==> src/rtl/prox_irq_map.vh <==
`ifndef PROX_IRQ_MAP_VH
`define PROX_IRQ_MAP_VH
// ------------------------------------------------------------
// register addresses
// ------------------------------------------------------------
`define ADDR_CMD          8'h80
`define ADDR_RES_HI       8'h87
`define ADDR_RES_LO       8'h88
`define ADDR_INT_CTRL     8'h89
`define ADDR_LOW_HI       8'h8a
`define ADDR_LOW_LO       8'h8b
`define ADDR_HIGH_HI      8'h8c
`define ADDR_HIGH_LO      8'h8d
`define ADDR_INT_STAT     8'h8e
// ------------------------------------------------------------
// fields
// ------------------------------------------------------------
`define CTRL_PERS_HI      7
`define CTRL_PERS_LO      5
`define CTRL_RDY_EN       3
`define CTRL_LIM_EN       1
`define CTRL_LIM_SEL      0
`define CTRL_WMASK        8'heb
`define CTRL_RESET        8'h00
`define PERS_CNT_0        8'h01
`define PERS_CNT_1        8'h02
`define PERS_CNT_2        8'h04
`define PERS_CNT_3        8'h08
`define PERS_CNT_4        8'h10
`define PERS_CNT_5        8'h20
`define PERS_CNT_6        8'h40
`define PERS_CNT_7        8'h80
`define STAT_RDY          2
`define STAT_BELOW        1
`define STAT_ABOVE        0
`define CMD_VALID         5
`define LIMIT_RESET       16'h0000
`define RESULT_RESET      16'h0000
`endif

==> src/rtl/proximity_threshold_interrupt.v <==
// Summary of operation
// - result is 16 bits: high byte at 87h, low byte at 88h
// - result bytes are read-only; host writes leave them unchanged
// - 3-bit persistence: 1,2,4,8,16,32 for 000-101, 128 for 111
// - persistence resets to 000, one sample is enough
// - limit-interrupt enable at bit 1 flags above-high or below-low while select bit 0 is 0
// - low limit: high byte 8Ah, low byte 8Bh, read/write
// - high limit: high byte 8Ch, low byte 8Dh, read/write
// - status flags set on interrupt, cleared by writing one
// - active-low interrupt low while any status flag is set
// - result-valid flag set on new result, cleared by result read
`timescale 1ns/100ps
`default_nettype none
`include "prox_irq_map.vh"
module proximity_threshold_interrupt (
    // clock and reset
    input  wire       clk,
    input  wire       rst_n,
    // register port from the i2c target
    input  wire [7:0] reg_addr,
    input  wire       reg_wr,
    input  wire [7:0] reg_wdata,
    input  wire       reg_rd,
    output reg  [7:0] reg_rdata,
    // measurement engine
    input  wire       result_ready,
    input  wire [15:0] result_value,
    // interrupt pin
    output reg        int_n
);
    // ------------------------------------------------------------
    // registers
    // ------------------------------------------------------------
    reg [15:0] result;
    reg [7:0]  int_control;
    reg [15:0] low_limit;
    reg [15:0] high_limit;
    reg        ready_flag;
    reg        below_limit_flag;
    reg        above_limit_flag;
    reg        result_valid;
    reg [7:0]  needed;
    reg [7:0]  next_rdata;
    reg        next_ready_flag;
    reg        next_below_limit_flag;
    reg        next_above_limit_flag;

    wire       sample;
    wire       hit_above;
    wire       hit_below;
    wire       wr_stat;
    wire       rd_result;
    wire       set_ready;
    wire       set_below;
    wire       set_above;
    wire       clr_ready;
    wire       clr_below;
    wire       clr_above;

    assign wr_stat   = reg_wr && (reg_addr == `ADDR_INT_STAT);
    assign rd_result = reg_rd && ((reg_addr == `ADDR_RES_HI) ||
                                  (reg_addr == `ADDR_RES_LO));
    // other sources are not modelled, so select 1 never compares
    assign sample    = result_ready && !int_control[`CTRL_LIM_SEL];

    assign set_ready = result_ready && int_control[`CTRL_RDY_EN];
    assign set_below = hit_below && int_control[`CTRL_LIM_EN];
    assign set_above = hit_above && int_control[`CTRL_LIM_EN];
    assign clr_ready = wr_stat && reg_wdata[`STAT_RDY];
    assign clr_below = wr_stat && reg_wdata[`STAT_BELOW];
    assign clr_above = wr_stat && reg_wdata[`STAT_ABOVE];

    // ------------------------------------------------------------
    // persistence decode
    // ------------------------------------------------------------
    always @* begin
        case (int_control[`CTRL_PERS_HI:`CTRL_PERS_LO])
            3'h0:    needed = `PERS_CNT_0;
            3'h1:    needed = `PERS_CNT_1;
            3'h2:    needed = `PERS_CNT_2;
            3'h3:    needed = `PERS_CNT_3;
            3'h4:    needed = `PERS_CNT_4;
            3'h5:    needed = `PERS_CNT_5;
            3'h6:    needed = `PERS_CNT_6;
            default: needed = `PERS_CNT_7;
        endcase
    end

    persist_counter above_count (
        .clk    (clk),
        .rst_n  (rst_n),
        .sample (sample),
        .beyond (result_value > high_limit),
        .needed (needed),
        .hit    (hit_above)
    );

    persist_counter below_count (
        .clk    (clk),
        .rst_n  (rst_n),
        .sample (sample),
        .beyond (result_value < low_limit),
        .needed (needed),
        .hit    (hit_below)
    );

    // ------------------------------------------------------------
    // register writes and result capture
    // ------------------------------------------------------------
    always @(posedge clk or negedge rst_n) begin
        if (!rst_n) begin
            result      <= `RESULT_RESET;
            int_control <= `CTRL_RESET;
            low_limit   <= `LIMIT_RESET;
            high_limit  <= `LIMIT_RESET;
        end else begin
            if (result_ready) begin
                result <= result_value;
            end
            // result addresses are not decoded for writes
            if (reg_wr) begin
                case (reg_addr)
                    `ADDR_INT_CTRL: int_control <= reg_wdata & `CTRL_WMASK;
                    `ADDR_LOW_HI:   low_limit[15:8]  <= reg_wdata;
                    `ADDR_LOW_LO:   low_limit[7:0]   <= reg_wdata;
                    `ADDR_HIGH_HI:  high_limit[15:8] <= reg_wdata;
                    `ADDR_HIGH_LO:  high_limit[7:0]  <= reg_wdata;
                    default: ;
                endcase
            end
        end
    end

    // ------------------------------------------------------------
    // status flags: set wins over clear
    // ------------------------------------------------------------
    // a clear that meets a new event in the same cycle is dropped,
    // otherwise the host could lose an interrupt it never saw
    always @* begin
        next_ready_flag       = ready_flag;
        next_below_limit_flag = below_limit_flag;
        next_above_limit_flag = above_limit_flag;
        if (set_ready) begin
            next_ready_flag = 1'b1;
        end else if (clr_ready) begin
            next_ready_flag = 1'b0;
        end
        if (set_below) begin
            next_below_limit_flag = 1'b1;
        end else if (clr_below) begin
            next_below_limit_flag = 1'b0;
        end
        if (set_above) begin
            next_above_limit_flag = 1'b1;
        end else if (clr_above) begin
            next_above_limit_flag = 1'b0;
        end
    end

    always @(posedge clk or negedge rst_n) begin
        if (!rst_n) begin
            ready_flag       <= 1'b0;
            below_limit_flag <= 1'b0;
            above_limit_flag <= 1'b0;
            result_valid     <= 1'b0;
        end else begin
            ready_flag       <= next_ready_flag;
            below_limit_flag <= next_below_limit_flag;
            above_limit_flag <= next_above_limit_flag;
            if (result_ready) begin
                result_valid <= 1'b1;
            end else if (rd_result) begin
                result_valid <= 1'b0;
            end
        end
    end

    // ------------------------------------------------------------
    // interrupt pin
    // ------------------------------------------------------------
    // fed from the next flag values so the pin falls with the flag,
    // not one cycle after it, and never glitches
    always @(posedge clk or negedge rst_n) begin
        if (!rst_n) begin
            int_n <= 1'b1;
        end else begin
            int_n <= !(next_ready_flag || next_below_limit_flag ||
                       next_above_limit_flag);
        end
    end

    // ------------------------------------------------------------
    // read data
    // ------------------------------------------------------------
    always @* begin
        next_rdata = 8'h00;
        case (reg_addr)
            `ADDR_CMD:      next_rdata[`CMD_VALID] = result_valid;
            `ADDR_RES_HI:   next_rdata = result[15:8];
            `ADDR_RES_LO:   next_rdata = result[7:0];
            `ADDR_INT_CTRL: next_rdata = int_control;
            `ADDR_LOW_HI:   next_rdata = low_limit[15:8];
            `ADDR_LOW_LO:   next_rdata = low_limit[7:0];
            `ADDR_HIGH_HI:  next_rdata = high_limit[15:8];
            `ADDR_HIGH_LO:  next_rdata = high_limit[7:0];
            `ADDR_INT_STAT: begin
                next_rdata[`STAT_RDY]   = ready_flag;
                next_rdata[`STAT_BELOW] = below_limit_flag;
                next_rdata[`STAT_ABOVE] = above_limit_flag;
            end
            default:        next_rdata = 8'h00;
        endcase
    end

    always @(posedge clk or negedge rst_n) begin
        if (!rst_n) begin
            reg_rdata <= 8'h00;
        end else if (reg_rd) begin
            reg_rdata <= next_rdata;
        end
    end
endmodule // proximity_threshold_interrupt
`default_nettype wire

==> src/rtl/persist_counter.v <==
`timescale 1ns/100ps
`default_nettype none
// counts consecutive out-of-limit samples for one direction
module persist_counter (
    // clock and reset
    input  wire       clk,
    input  wire       rst_n,
    // sample stream
    input  wire       sample,
    input  wire       beyond,
    input  wire [7:0] needed,
    // result
    output reg        hit
);
    reg [7:0] count;

    always @(posedge clk or negedge rst_n) begin
        if (!rst_n) begin
            count <= 8'h00;
            hit   <= 1'b0;
        end else begin
            hit <= 1'b0;
            if (sample) begin
                if (!beyond) begin
                    count <= 8'h00;
                end else if (count + 8'h01 >= needed) begin
                    hit   <= 1'b1;
                    // restart so the next interrupt needs a fresh run
                    count <= 8'h00;
                end else begin
                    count <= count + 8'h01;
                end
            end
        end
    end
endmodule // persist_counter
`default_nettype wire

==> config.mk <==
export PLATFORM = sky130hd
export DESIGN_NAME = proximity_threshold_interrupt
export DESIGN_NICKNAME = d
export VERILOG_FILES = /design/src/rtl/proximity_threshold_interrupt.v /design/src/rtl/persist_counter.v
export VERILOG_INCLUDE_DIRS = /design/src /design/src/rtl
export SDC_FILE = /design/constraint.sdc
export NUM_CORES = 1
export LEC_CHECK = 0
export BUFFER_PORTS_ARGS = -buffer_cell sky130_fd_sc_hd__buf_2
export CORE_MARGIN = 2
export CORE_UTILIZATION = 50
export CTS_CLUSTER_SIZE = 10
export DETAILED_ROUTE_END_ITERATION = 6
export HOLD_SLACK_MARGIN = 0.08
export PLACE_DENSITY = 0.69
export SLEW_MARGIN = 20
export SYNTH_ARGS = -nofsm -noshare
export SYNTH_HDL_FRONTEND = slang
export SYNTH_SLANG_ARGS = --single-unit
==> constraint.sdc <==
create_clock -name clk -period 2.95 [get_ports clk]
set_clock_uncertainty 0.1 [all_clocks]
set_input_delay 0.59 -clock clk [delete_from_list [all_inputs] [get_ports clk]]
set_output_delay 0.59 -clock clk [all_outputs]
set_load 0.005 [all_outputs]
* Word level (Yosys, flattened, before mapping)
Index checks and enable logic that the tools add are counted.
Cells by class: add/sub/neg operators 2, order comparisons 4, equality and inequality tests 15, multiplexer cells 23, reduce and logical (&&, ||, !) cells 21
Operators by type and width (count):
- 8-bit == test, second input constant | 9
- 8-bit case mux with 7 select lines | 1
- 8-bit two-way mux | 4
- 2-bit case mux with 7 select lines | 2
- 3-bit case mux with 8 select lines | 1
- 8-bit by 1-bit adder with 8-bit output, second input constant | 2
- 8-bit >= comparator | 2
- 16-bit > comparator | 1
- 16-bit less-than comparator | 1
- 1-bit two-way mux | 14
- 2-bit AND reduction | 5
- 3-bit == test, second input constant | 3
- 1-bit logical AND | 9
- 1-bit case mux with 8 select lines | 1
- 3-bit by 2-bit == test with 1-bit output, second input constant | 2
- 3-bit by 1-bit == test with 1-bit output, second input constant | 1
- 3-bit logical NOT | 1
- 1-bit logical OR | 3
- 1-bit logical NOT | 2
- 2-bit nonzero test | 1
Word-level totals: flip-flop bits (word level) 85, input bits 37, output and inout bits 9, word-level logic and storage cells 81

* Depth between registers and ports, before layout
Gate-level depths: netlist of run 1.
word-level depth 8, gate-level depth with buffers 11, mapped depth without buffers 11

* Hierarchy
From an unflattened synthesis of run 1, not the netlist that was laid out.
Second synthesis, totals: cells, all modules 536, area, all modules 5271.3 um^2
By module, submodules not included:
- proximity_threshold_interrupt | times used 1, cells an instance 412, area an instance 3960.0 um^2, sequential area each 1677.9 um^2
- persist_counter | times used 2, cells an instance 62, area an instance 655.6 um^2, sequential area each 225.2 um^2

* Worst setup path before layout of run 1
No wires, ideal clock.
path type register to register, from register int_control[7], to register above_count.count[5], setup time 82 ps, arrival time 2383 ps, required time 2768 ps, setup slack 384 ps, cell stages (with the launch flop) 10, path buffers 2, period minus slack after synthesis 2566 ps, path through dfrtp_1 > clkbuf_1 > or3b_2 > ha_1 > o2111a_1 > a221oi_1 > nor2b_1 > buf_2 > nand3b_1 > o22ai_1
Between the ends: longest elaborated chain between the ends 5, elaborated cells between the ends (all ways) 11, classes of those cells 1 x order compare; 6 x eq/ne; 3 x mux; 1 x reduce/logical
Ends and longest elaborated chain:
- start, declared | RTL line proximity_threshold_interrupt.v:35 | reg [7:0] int_control;
- start signal, assigned | RTL line proximity_threshold_interrupt.v:113 | int_control <= `CTRL_RESET;
- start signal, assigned | RTL line proximity_threshold_interrupt.v:123 | `ADDR_INT_CTRL: int_control <= reg_wdata & `CTRL_WMASK;
- 3-bit == test (tied with other cells) | RTL line proximity_threshold_interrupt.v:77 | case (int_control[`CTRL_PERS_HI:`CTRL_PERS_LO])
- 8-bit case mux with 7 select lines * | RTL line proximity_threshold_interrupt.v:77
- 8-bit >= comparator * | RTL line persist_counter.v:26 | end else if (count + 8'h01 >= needed) begin
- 8-bit two-way mux * | RTL line persist_counter.v:26
- 8-bit two-way mux * | RTL line persist_counter.v:24 | if (!beyond) begin
- end signal, assigned | RTL line persist_counter.v:31 | count <= count + 8'h01;
- end, declared | RTL line persist_counter.v:15 | reg [7:0] count;
Every way passes the cells marked *; elsewhere a longest branch is shown, timed or not. A chain may end at the register's enable or synchronous reset.

* Final worst setup path of run 1
from register above_count.count[0], to register above_count.count[5]
Between the ends: longest elaborated chain between the ends 4
Ends and longest elaborated chain (RTL line):
- 8-bit by 1-bit adder with 8-bit output * | persist_counter.v:26, persist_counter.v:31
- 8-bit >= comparator | persist_counter.v:26
- 8-bit two-way mux * | persist_counter.v:26
- 8-bit two-way mux * | persist_counter.v:24
Marked as above.

==> results.cfg, run 1 <==
[synthesis]
ys_top_cells_by_area = dfrtp_1, ha_1, mux2_2
yosysMostFrequentCell = dfrtp_1
synth_mux_area_share_pct = 13.05
syn_nets = 580
ys_types = 63
synth_area_sq_mm = 0.005197
synthTopCellsByCount = dfrtp_1, ha_1, inv_1, mux2_2, nand2_1
synth_edf_count = 0
synth_area_per_cell_sq_um = 10.52
synth_top_area_cell = dfrtp_1
ys_seq_area_share_pct = 40.95
yosys.area_share.simple_pct = 13.55
synth_compound_area_share_pct = 13.87
async_reset_ff_share_pct = 100.0
yosys.area_share.adder_pct = 11.80
synthFlopType = dfrtp_1
yosysTopAreaCellShare_pct = 40.44
synth-xor-area-share_pct = 1.685
ys_warn_count = 0
syn_inst = 494
ys_seq_elements = 85
synth_top_family_by_area = compound AO/OA/AOI/OAI gates

[drt]
drt-met1-wl_microns = 5859
routed_wl_microns = 12670
ant_nets = 0
wl_met3_microns = 784
wl_met2_microns = 5837
drt_first_pass_iters = 5
vias = 4066
vias_per_cell = 5.971
drtIter0Drc = 374
drc = 0
post_drt_wl_per_cell_microns = 18.60
top_layer = met4

[clock_tree]
clk_latency_ns = 0.38
cts_tree = yes
clkTransAtPathRegs_ns = 0.09
clk_path_buf_depth = 2
cts_made_buffers = 9
cts_sinks = 85
cts_setup_buffers = 0
htree_levels = 3
cts-root-buf = clkbuf_8

[sta]
min_period_over_period_pct = 95.24
hold_violations = 0
setup_violations = 0
slew_violations = 0
fin_setup_tns_ns = 0
maxSlewHeadroom_pct = 54.65
finalCriticalPeriod_ns = 2.810
worst_pin_slew_ns = 0.6802
rsz0062_at_grt = false
clock.fmax_mhz = 355.9

[power_and_ir_drop]
power_frac_seq_pct = 47.1
power_switching_uw = 799.2
leakage_uw = 0.002712
max-vdd-ir-drop_v = 0.0003181
finalPower_uw = 2824
intPower_uw = 2025
clkPwrFrac_pct = 34.1
power_density_mw_per_mm2 = 484.0
combPwrFrac_pct = 18.8
switching_share_pct = 28.30

[setup_path]
end_kind = register
crit_chain = ha_2, nand3_1, nor2_1, xor2_1, ha_1, a21o_1, a221oi_1, nor2b_1, buf_4, nand3b_1, o22ai_1
r2r_slack_ns = 0.14
critPathLaunchType = register
cp_slowest_stage_delay_ns = 0.43
worstPathRequired_ns = 3.14
r2r_start = above_count.count[0]$_DFFE_PN0P_
rr_worst_depth = 11
crit_slowest_cell = dfrtp_2
arrival_ns = 3.00
path_class = register to register
path_max_fanout = 8
timing.rr.end = above_count.count[5]$_DFFE_PN0P_

[floorplanning]
die_y_microns = 106.0
num_rows = 37
core_sq_mm = 0.01018
io_pins = 46
die-area_sq_mm = 0.01123
start_util_pct = 51.03
fp.dieW_microns = 106.0

[outcome]
status = finished, final reports clean

[run]
drv_cap = 0

[finish]
syn_to_final_growth_pct = 12.25
final_area_sq_mm = 0.005834
final_cells = 681
diodes = 0
fin_nets = 626
drive_gt1_share_pct = 26.79

[placement]
hpwlAfterDp_microns = 9656
gp_congestion = 0.9149
dp_cells = 665
dpl_cell_area_sq_mm = 0.005590
port_buffers = 45

[global_routing]
grt_pass1_wl_microns = 20510
grt_max_degree = 52
grt_usage_pct = 23.92
gr-total-overflow = 0
antenna_found_initial = 0
grt_pass1_vias = 3905

[worst_hold_path]
min_path_type = primary input to asynchronous set/reset pin
-- power by group through the flow --
stage / Sequential, uW / Clock [uW] / Combinational (uW)
2_1_floorplan: 1320 / 0 / 350
3_3_place_gp: 1340 / 0 / 511
3_5_place_dp: 1350 / 0 / 526
4_1_cts: 1330 / 973 / 530
5_1_grt: 1340 / 1030 / 599
6_report: 1330 / 964 / 531
-- cells by family (layout without fill, tap and decap cells) --
group           after synthesis  in the layout
compound gates              105            105
xor+xnor                     10             10
fa+ha+maj                    49             49
buf+inv                      66            117
flops                        85             85
mux                          54             54
simple gates                125            125
-- how the worst max path moves through the flow --
stage                                     start                                to  slack, ns  cells after the start
2_1_floorplan        int_control[7]$_DFFE_PN0P_  above_count.count[5]$_DFFE_PN0P_       0.38                      9
3_3_place_gp                    result_value[9]  above_count.count[2]$_DFFE_PN0P_       0.05                      9
3_5_place_dp                    result_value[9]  above_count.count[2]$_DFFE_PN0P_       0.08                      9
4_1_cts        above_count.count[0]$_DFFE_PN0P_  above_count.count[5]$_DFFE_PN0P_       0.10                     11
5_1_grt        above_count.count[0]$_DFFE_PN0P_  above_count.count[5]$_DFFE_PN0P_      0.007                     11
6_report       above_count.count[0]$_DFFE_PN0P_  above_count.count[5]$_DFFE_PN0P_       0.14                     11
-- cell usage in the layout, fill, tap and decap left out, types with 7 or more instances in the layout --
master,synthesis,final
a21oi_1,15,15
a22o_1,12,12
buf_2,11,44
buf_4,1,10
clkbuf_8,0,11
dfrtp_1,84,80
ha_1,49,48
inv_1,46,46
mux2_2,46,46
nand2_1,41,41
nand2b_1,7,7
nand3_1,19,19
nor2_1,13,12
o21ai_0,24,23
o22ai_1,9,9
-- registers in the layout, summed over array words and instances (netlist names), 6 cells and up --
signal             flops
high_limit            16
reg_rdata              8
result                16
int_control            6
above_count.count      8
below_count.count      8
low_limit             16
-- final cells by class --
type / count / area (sq um)
fill: 892 / 4350
tap: 136 / 170.2
sequential: 85 / 2133
multi-input combinational: 343 / 2809
clock inverter: 5 / 82.58
timing repair buffer: 55 / 315.3
inverter: 46 / 172.7
clock buffer: 11 / 151.4
-- worst max-delay path: cells and delay by family, from the launching register on --
kind	cells	cell delay, ns
compound gates	3	0.67
buf+inv	1	0.16
simple gates	4	0.60
xor+xnor	1	0.24
fa+ha+maj	2	0.54
flops	1	0.43
-- metal layers --
metal / global-route usage (%) / up-vias
met5: 0 / -
met4: 6.861 / 0
met3: 5.825 / 15
met2: 36.91 / 120
met1: 33.78 / 2042
li1: - / 1889
-- stage by stage --
stage / setup WS (ns) / hold WS, ns / util, %
global route: 0.006958 / 0.1996 / 57.29
detailed placement: 0.08337 / 0.3746 / 54.89
global placement: 0.04750 / 0.3624 / 54.89
floorplan: 0.3843 / 0.1944 / -
finish: 0.1405 / 0.1466 / 57.29
CTS: 0.1013 / 0.1748 / 57.19
-- repair_timing --
item | in CTS | in global routing
endpoints found under the hold margin | 0 | 0
hold buffers | 0 | 0
setup endpoints to repair | 0 | 9
gates resized for setup | 0 | 7
Power figures use the tool's default switching activity.
==> inputs of run 2 (changes only) <==
ABC_AREA = 1   (was default)
clock period = 3 ns   (was 2.95 ns; I/O delays follow)
==> run 2 against run 1 <==
Effect of this change: clock-buffer cell count down 1; sequential share of layout area down 0.58 points; hold slack worse by 0.0015 ns; highest routed layer unchanged; maximum frequency rose by 10%; synthesized cell count rose by 48%; utilization hardly changed; sequential power down 6%; clock power down 4.4%.
==> results.cfg, run 2 <==
[outcome]
status = finished, final reports clean

[clock_tree]
cts_setup_buffers = 0
clkTransAtPathRegs_ns = 0.08
htree_levels = 3
cts_made_buffers = 9
cts_resized = 0
cts_sinks = 85
clk_path_buf_depth = 2
cts_tree = yes
clk_latency_ns = 0.36
postCtsHoldBufs = 0
cts-root-buf = clkbuf_8

[power_and_ir_drop]
power_switching_uw = 699.8
intPower_uw = 1810
power_frac_seq_pct = 49.6
clkPwrFrac_pct = 36.7
max-vdd-ir-drop_v = 0.0001918
leakage_uw = 0.003037
combPwrFrac_pct = 13.6
switching_share_pct = 27.88
power_density_mw_per_mm2 = 424.4

[finish]
final_area_sq_mm = 0.005914
fin_util_pct = 57.29
fin_nets = 861
layout_common_cells = nand2_1, inv_1, dfrtp_1
fillers = 970
top_regs = high_limit: 16 flops, low_limit: 16 flops, result: 16 flops
diodes = 0
syn_to_final_growth_pct = 11.01
drive_gt1_share_pct = 9.744
layout_commonest_cell = nand2_1

[setup_path]
arrival_ns = 2.74
end_kind = register
path_max_fanout = 8
path_class = register to register
critPathLaunchType = register
worstPathRequired_ns = 3.20

[sta]
hold_ws_ns = 0.1451
maxSlewHeadroom_pct = 48.03
slew_violations = 0
finalCriticalPeriod_ns = 2.547
worst_pin_slew_ns = 0.7767
fin_setup_tns_ns = 0
fin_ws_ns = 0.4534
clock.fmax_mhz = 392.7
min_period_over_period_pct = 84.89
hold_violations = 0
rsz0062_at_grt = false
setup_violations = 0

[synthesis]
syn_nets = 817
yosys.area_share.simple_pct = 29.24
synth_top_family_by_area = simple AND/OR/NAND/NOR gates
ys_seq_elements = 85
synth_area_sq_mm = 0.005328
synth_compound_area_share_pct = 9.394
yosysMostFrequentCell = nand2_1
synth_area_per_cell_sq_um = 7.288
synth_top_area_cell = dfrtp_1
ys_types = 26
yosysTopAreaCellShare_pct = 39.46
ys_warn_count = 0
synth_mux_area_share_pct = 0
synth-xor-area-share_pct = 0.9864
yosys.area_share.adder_pct = 11.51
ys_top_cells_by_area = dfrtp_1, nand2_1, ha_1
synthTopCellsByCount = nand2_1, inv_1, dfrtp_1, nand3_1, o21ai_0
syn_inst = 731
ys_seq_area_share_pct = 39.95
synth_edf_count = 0
synthFlopType = dfrtp_1
async_reset_ff_share_pct = 100.0

[global_routing]
gr-total-overflow = 0
grt_max_degree = 86
grt_pass1_wl_microns = 22710
grt_usage_pct = 25.39
antenna_found_initial = 0
grt_pass1_vias = 4681

[floorplanning]
core_sq_mm = 0.01032
io_pins = 46
fp.dieW_microns = 107.2
die_y_microns = 107.2
die-area_sq_mm = 0.01150
start_util_pct = 51.61
num_rows = 37

[run]
drv_cap = 0

[drt]
vias = 4900
drc = 0
drt_first_pass_iters = 5
post_drt_wl_per_cell_microns = 14.95
ant_nets = 0
vias_per_cell = 5.349
drtIter0Drc = 345
routed_wl_microns = 13690

[placement]
dpl_cell_area_sq_mm = 0.005690
hpwlAfterDp_microns = 10490
pre_cts_ws_ns = 0.5144
gp_congestion = 0.9593
port_buffers = 45

[worst_hold_path]
min_path_type = primary input to asynchronous set/reset pin
-- run 2: cell count changes after synthesis, sizes merged, moves of 6 or more --
| cell | delta |
|---|---|
| nand3 | +59 |
| mux4 | -6 |
| and3 | -7 |
| nor2 | +51 |
| o22ai | -9 |
| inv | +53 |
| mux2 | -47 |
| nand2b | -7 |
| nand2 | +177 |
| a22o | -12 |
| o21ai | +41 |
-- run 2: critical path, cell delays in order (launching register included) --
cell	delay, ns
dfrtp_1	0.44
nand3_1	0.18
nor3_1	0.26
nand3_1	0.11
nand2_1	0.11
inv_1	0.05
ha_1	0.30
a21oi_1	0.16
o21a_1	0.15
nand3_1	0.25
nor2_1	0.19
nand3_1	0.09
nand2_1	0.09
-- run 2: logic make-up (layout without fill, tap and decap cells) --
kind of cell,after synthesis,in the layout
AO/OA/AOI/OAI,96,96
adder cells (fa/ha/maj),49,49
XOR/XNOR,6,6
AND/OR/NAND/NOR,376,376
buffers and inverters,119,168
flip-flops,85,85
-- run 2: path summary, 6_finish.rpt --
path,startpoint,end,slack (ns),depth (start not counted)
max,below_count.count[0]$_DFFE_PN0P_,below_count.count[4]$_DFFE_PN0P_,0.45,12
min,rst_n,result[3]$_DFFE_PN0P_,0.15,2
max reg2reg,below_count.count[0]$_DFFE_PN0P_,below_count.count[4]$_DFFE_PN0P_,0.45,12
min reg2reg,reg_rdata[3]$_DFFE_PN0P_,reg_rdata[3]$_DFFE_PN0P_,0.38,2
max in group asynchronous,rst_n,low_limit[6]$_DFFE_PN0P_,2.27,2
min in group clk,reg_rdata[3]$_DFFE_PN0P_,reg_rdata[3]$_DFFE_PN0P_,0.38,2
-- run 2: layout make-up --
type | count | area (sq um) | share of cell area (%)
timing repair buffer | 52 | 292.8 | 4.950
multi-input combinational | 527 | 2724 | 46.05
sequential | 85 | 2128 | 35.98
inverter | 100 | 375.4 | 6.347
tap | 136 | 170.2 | 2.877
clock inverter | 6 | 86.33 | 1.460
clock buffer | 10 | 137.6 | 2.327
-- run 2: routing by layer --
| metal | wire length [microns] | global-route usage (%) | part of all wire [%] |
|---|---|---|---|
| met5 | 0 | 0 | 0 |
| met2 | 6263 | 41.09 | 46 |
| met3 | 856 | 3.100 | 6.3 |
| met1 | 6375 | 35.55 | 47 |
| met4 | 197 | 7.978 | 1.4 |
-- run 2: power by group through the flow --
stage	Sequential [uW]	Combinational, uW	Clock [uW]
finish	1250	342	922
floorplan	1250	216	0
detailed placement	1270	341	0
CTS	1240	343	931
global route	1250	396	973
global placement	1260	325	0
-- run 2: stage by stage --
step                instances  power (uW)
finish                    916        2510
detailed placement        900        1608
global route              916        2622
floorplan                 731        1466
global placement          900        1590
CTS                       916        2518
==> inputs of run 3 (changes only) <==
ABC_AREA = 0   (was 1)
clock period = 2.6 ns   (was 3 ns; I/O delays follow)
==> run 3 against run 2 <==
Effect of this change: the flow now finishes with violations (negative setup slack); final area increased by 4.3%; utilization increased by 3.3 points; hold slack lost 0.060 ns; sequential power is 21% higher; largest cell class unchanged.
==> results.cfg, run 3 (synthesis gave the netlist of run 1 again) <==
[sta]
clock.fmax_mhz = 378.6
slew_violations = 0
min_period_over_period_pct = 101.6
hold_violations = 0
finalCriticalPeriod_ns = 2.641
maxSlewHeadroom_pct = 52.87
setup_violations = 3
rsz0062_at_grt = true
fin_setup_tns_ns = -0.08597
fin_ws_ns = -0.04135
worst_pin_slew_ns = 0.7070

[drt]
routed_wl_microns = 13230
vias_per_cell = 5.863
drt_first_pass_iters = 5
drtIter0Drc = 311
ant_nets = 0
vias = 4157
post_drt_wl_per_cell_microns = 18.66
drc = 0

[global_routing]
grt_usage_pct = 24.38
gr-total-overflow = 0
grt_pass1_wl_microns = 21050
grt_max_degree = 54
antenna_found_initial = 0
grt_pass1_vias = 4079

[setup_path]
arrival_ns = 2.82
critPathLaunchType = register
path_max_fanout = 8
cp_top_family = simple AND/OR/NAND/NOR gates
end_kind = register
path_buf_inv = 1
path_class = register to register
crit_chain = and3_4, nand3_4, nor2_4, xor2_2, ha_1, o2111a_1, a221oi_2, nor2b_1, buf_4, nand3b_1, o22ai_2
cp_slowest_stage_delay_ns = 0.43
worstPathRequired_ns = 2.78
crit_slowest_cell = dfrtp_2

[power_and_ir_drop]
switching_share_pct = 30.32
clkPwrFrac_pct = 26.7
power_density_mw_per_mm2 = 491.1
max-vdd-ir-drop_v = 0.0004554
combPwrFrac_pct = 23.4
power_frac_seq_pct = 49.9
power_switching_uw = 918.4
leakage_uw = 0.002847
intPower_uw = 2111

[finish]
drive_gt1_share_pct = 34.73
fin_util_pct = 60.57
layout_commonest_cell = dfrtp_1
fin_nets = 655
syn_to_final_growth_pct = 18.68
diodes = 0
layout_common_cells = dfrtp_1, inv_1, mux2_2, ha_1, buf_2
top_regs = high_limit: 16 flops, low_limit: 16 flops, result: 16 flops

[clock_tree]
cts-root-buf = clkbuf_8
cts_made_buffers = 9
clkTransAtPathRegs_ns = 0.09
cts_tree = yes
clk_latency_ns = 0.36
clk_path_buf_depth = 2
postCtsHoldBufs = 0
cts_sinks = 85
htree_levels = 3

[floorplanning]
num_rows = 37
die-area_sq_mm = 0.01123
core_sq_mm = 0.01018
start_util_pct = 51.03
fp.dieW_microns = 106.0
die_y_microns = 106.0
io_pins = 46

[worst_hold_path]
min_path_type = primary input to asynchronous set/reset pin

[placement]
gp_congestion = 0.9014
port_buffers = 45
hpwlAfterDp_microns = 9725

[outcome]
violations = negative setup slack
status = complete, but fails checks

[run]
drv_cap = 0
## run 3: worst paths after layout
kind	startpoint	to	slack [ns]	cells after the start
worst min-delay path	rst_n	result[14]$_DFFE_PN0P_	0.09	1
worst max-delay path	above_count.count[0]$_DFFE_PN0P_	above_count.count[5]$_DFFE_PN0P_	-0.04	11
worst min register to register	low_limit[2]$_DFFE_PN0P_	low_limit[2]$_DFFE_PN0P_	0.41	1
max in group asynchronous	rst_n	above_count.count[0]$_DFFE_PN0P_	1.66	2
worst max register to register	above_count.count[0]$_DFFE_PN0P_	above_count.count[5]$_DFFE_PN0P_	-0.04	11
min in group clk	result_value[0]	result[0]$_DFFE_PN0P_	0.31	2
## run 3: power by group through the flow
stage | registers (uW) | logic (uW) | clock network, uW
global placement | 1520 | 618 | 0
finish | 1510 | 709 | 809
global route | 1520 | 777 | 887
detailed placement | 1530 | 636 | 0
floorplan | 1500 | 397 | 0
CTS | 1500 | 665 | 826
## run 3: what timing repair did
item,4_1_cts,5_1_grt
pin swaps,11,28
gates cloned,0,0
setup buffers,3,9
setup endpoints to repair,7,15
resized for setup,11,38
## run 3: metrics by stage
step	hold slack, ns	instance area, sq um	cells	setup WS (ns)	total power, uW
after global placement	0.3631	5718	682	-0.2013	2139
after CTS	0.1176	5939	700	0.006084	2991
final	0.08541	6168	709	-0.04135	3029
after floorplan	0.1244	5197	494	0.03429	1896
after detailed placement	0.3920	5718	682	-0.1752	2161
after global routing	0.1480	6168	709	-0.1173	3184
## run 3: layer usage
layer / vias to the layer above / global-route usage (%) / share of wire [%]
li1: 1961 / - / -
met1: 2050 / 35.15 / 46
met2: 124 / 37.47 / 46
met3: 22 / 4.353 / 5.4
met4: 0 / 7.989 / 1.8
met5: - / 0 / 0
## run 3: area by class of cell
type / count / area (sq um)
Clock buffer: 11 / 131.4
Clock inverter: 4 / 26.28
Fill cell: 865 / 4016
Inverter: 46 / 172.7
Multi-Input combinational cell: 343 / 2988
Sequential cell: 85 / 2136
Tap cell: 136 / 170.2
Timing Repair Buffer: 84 / 544.3
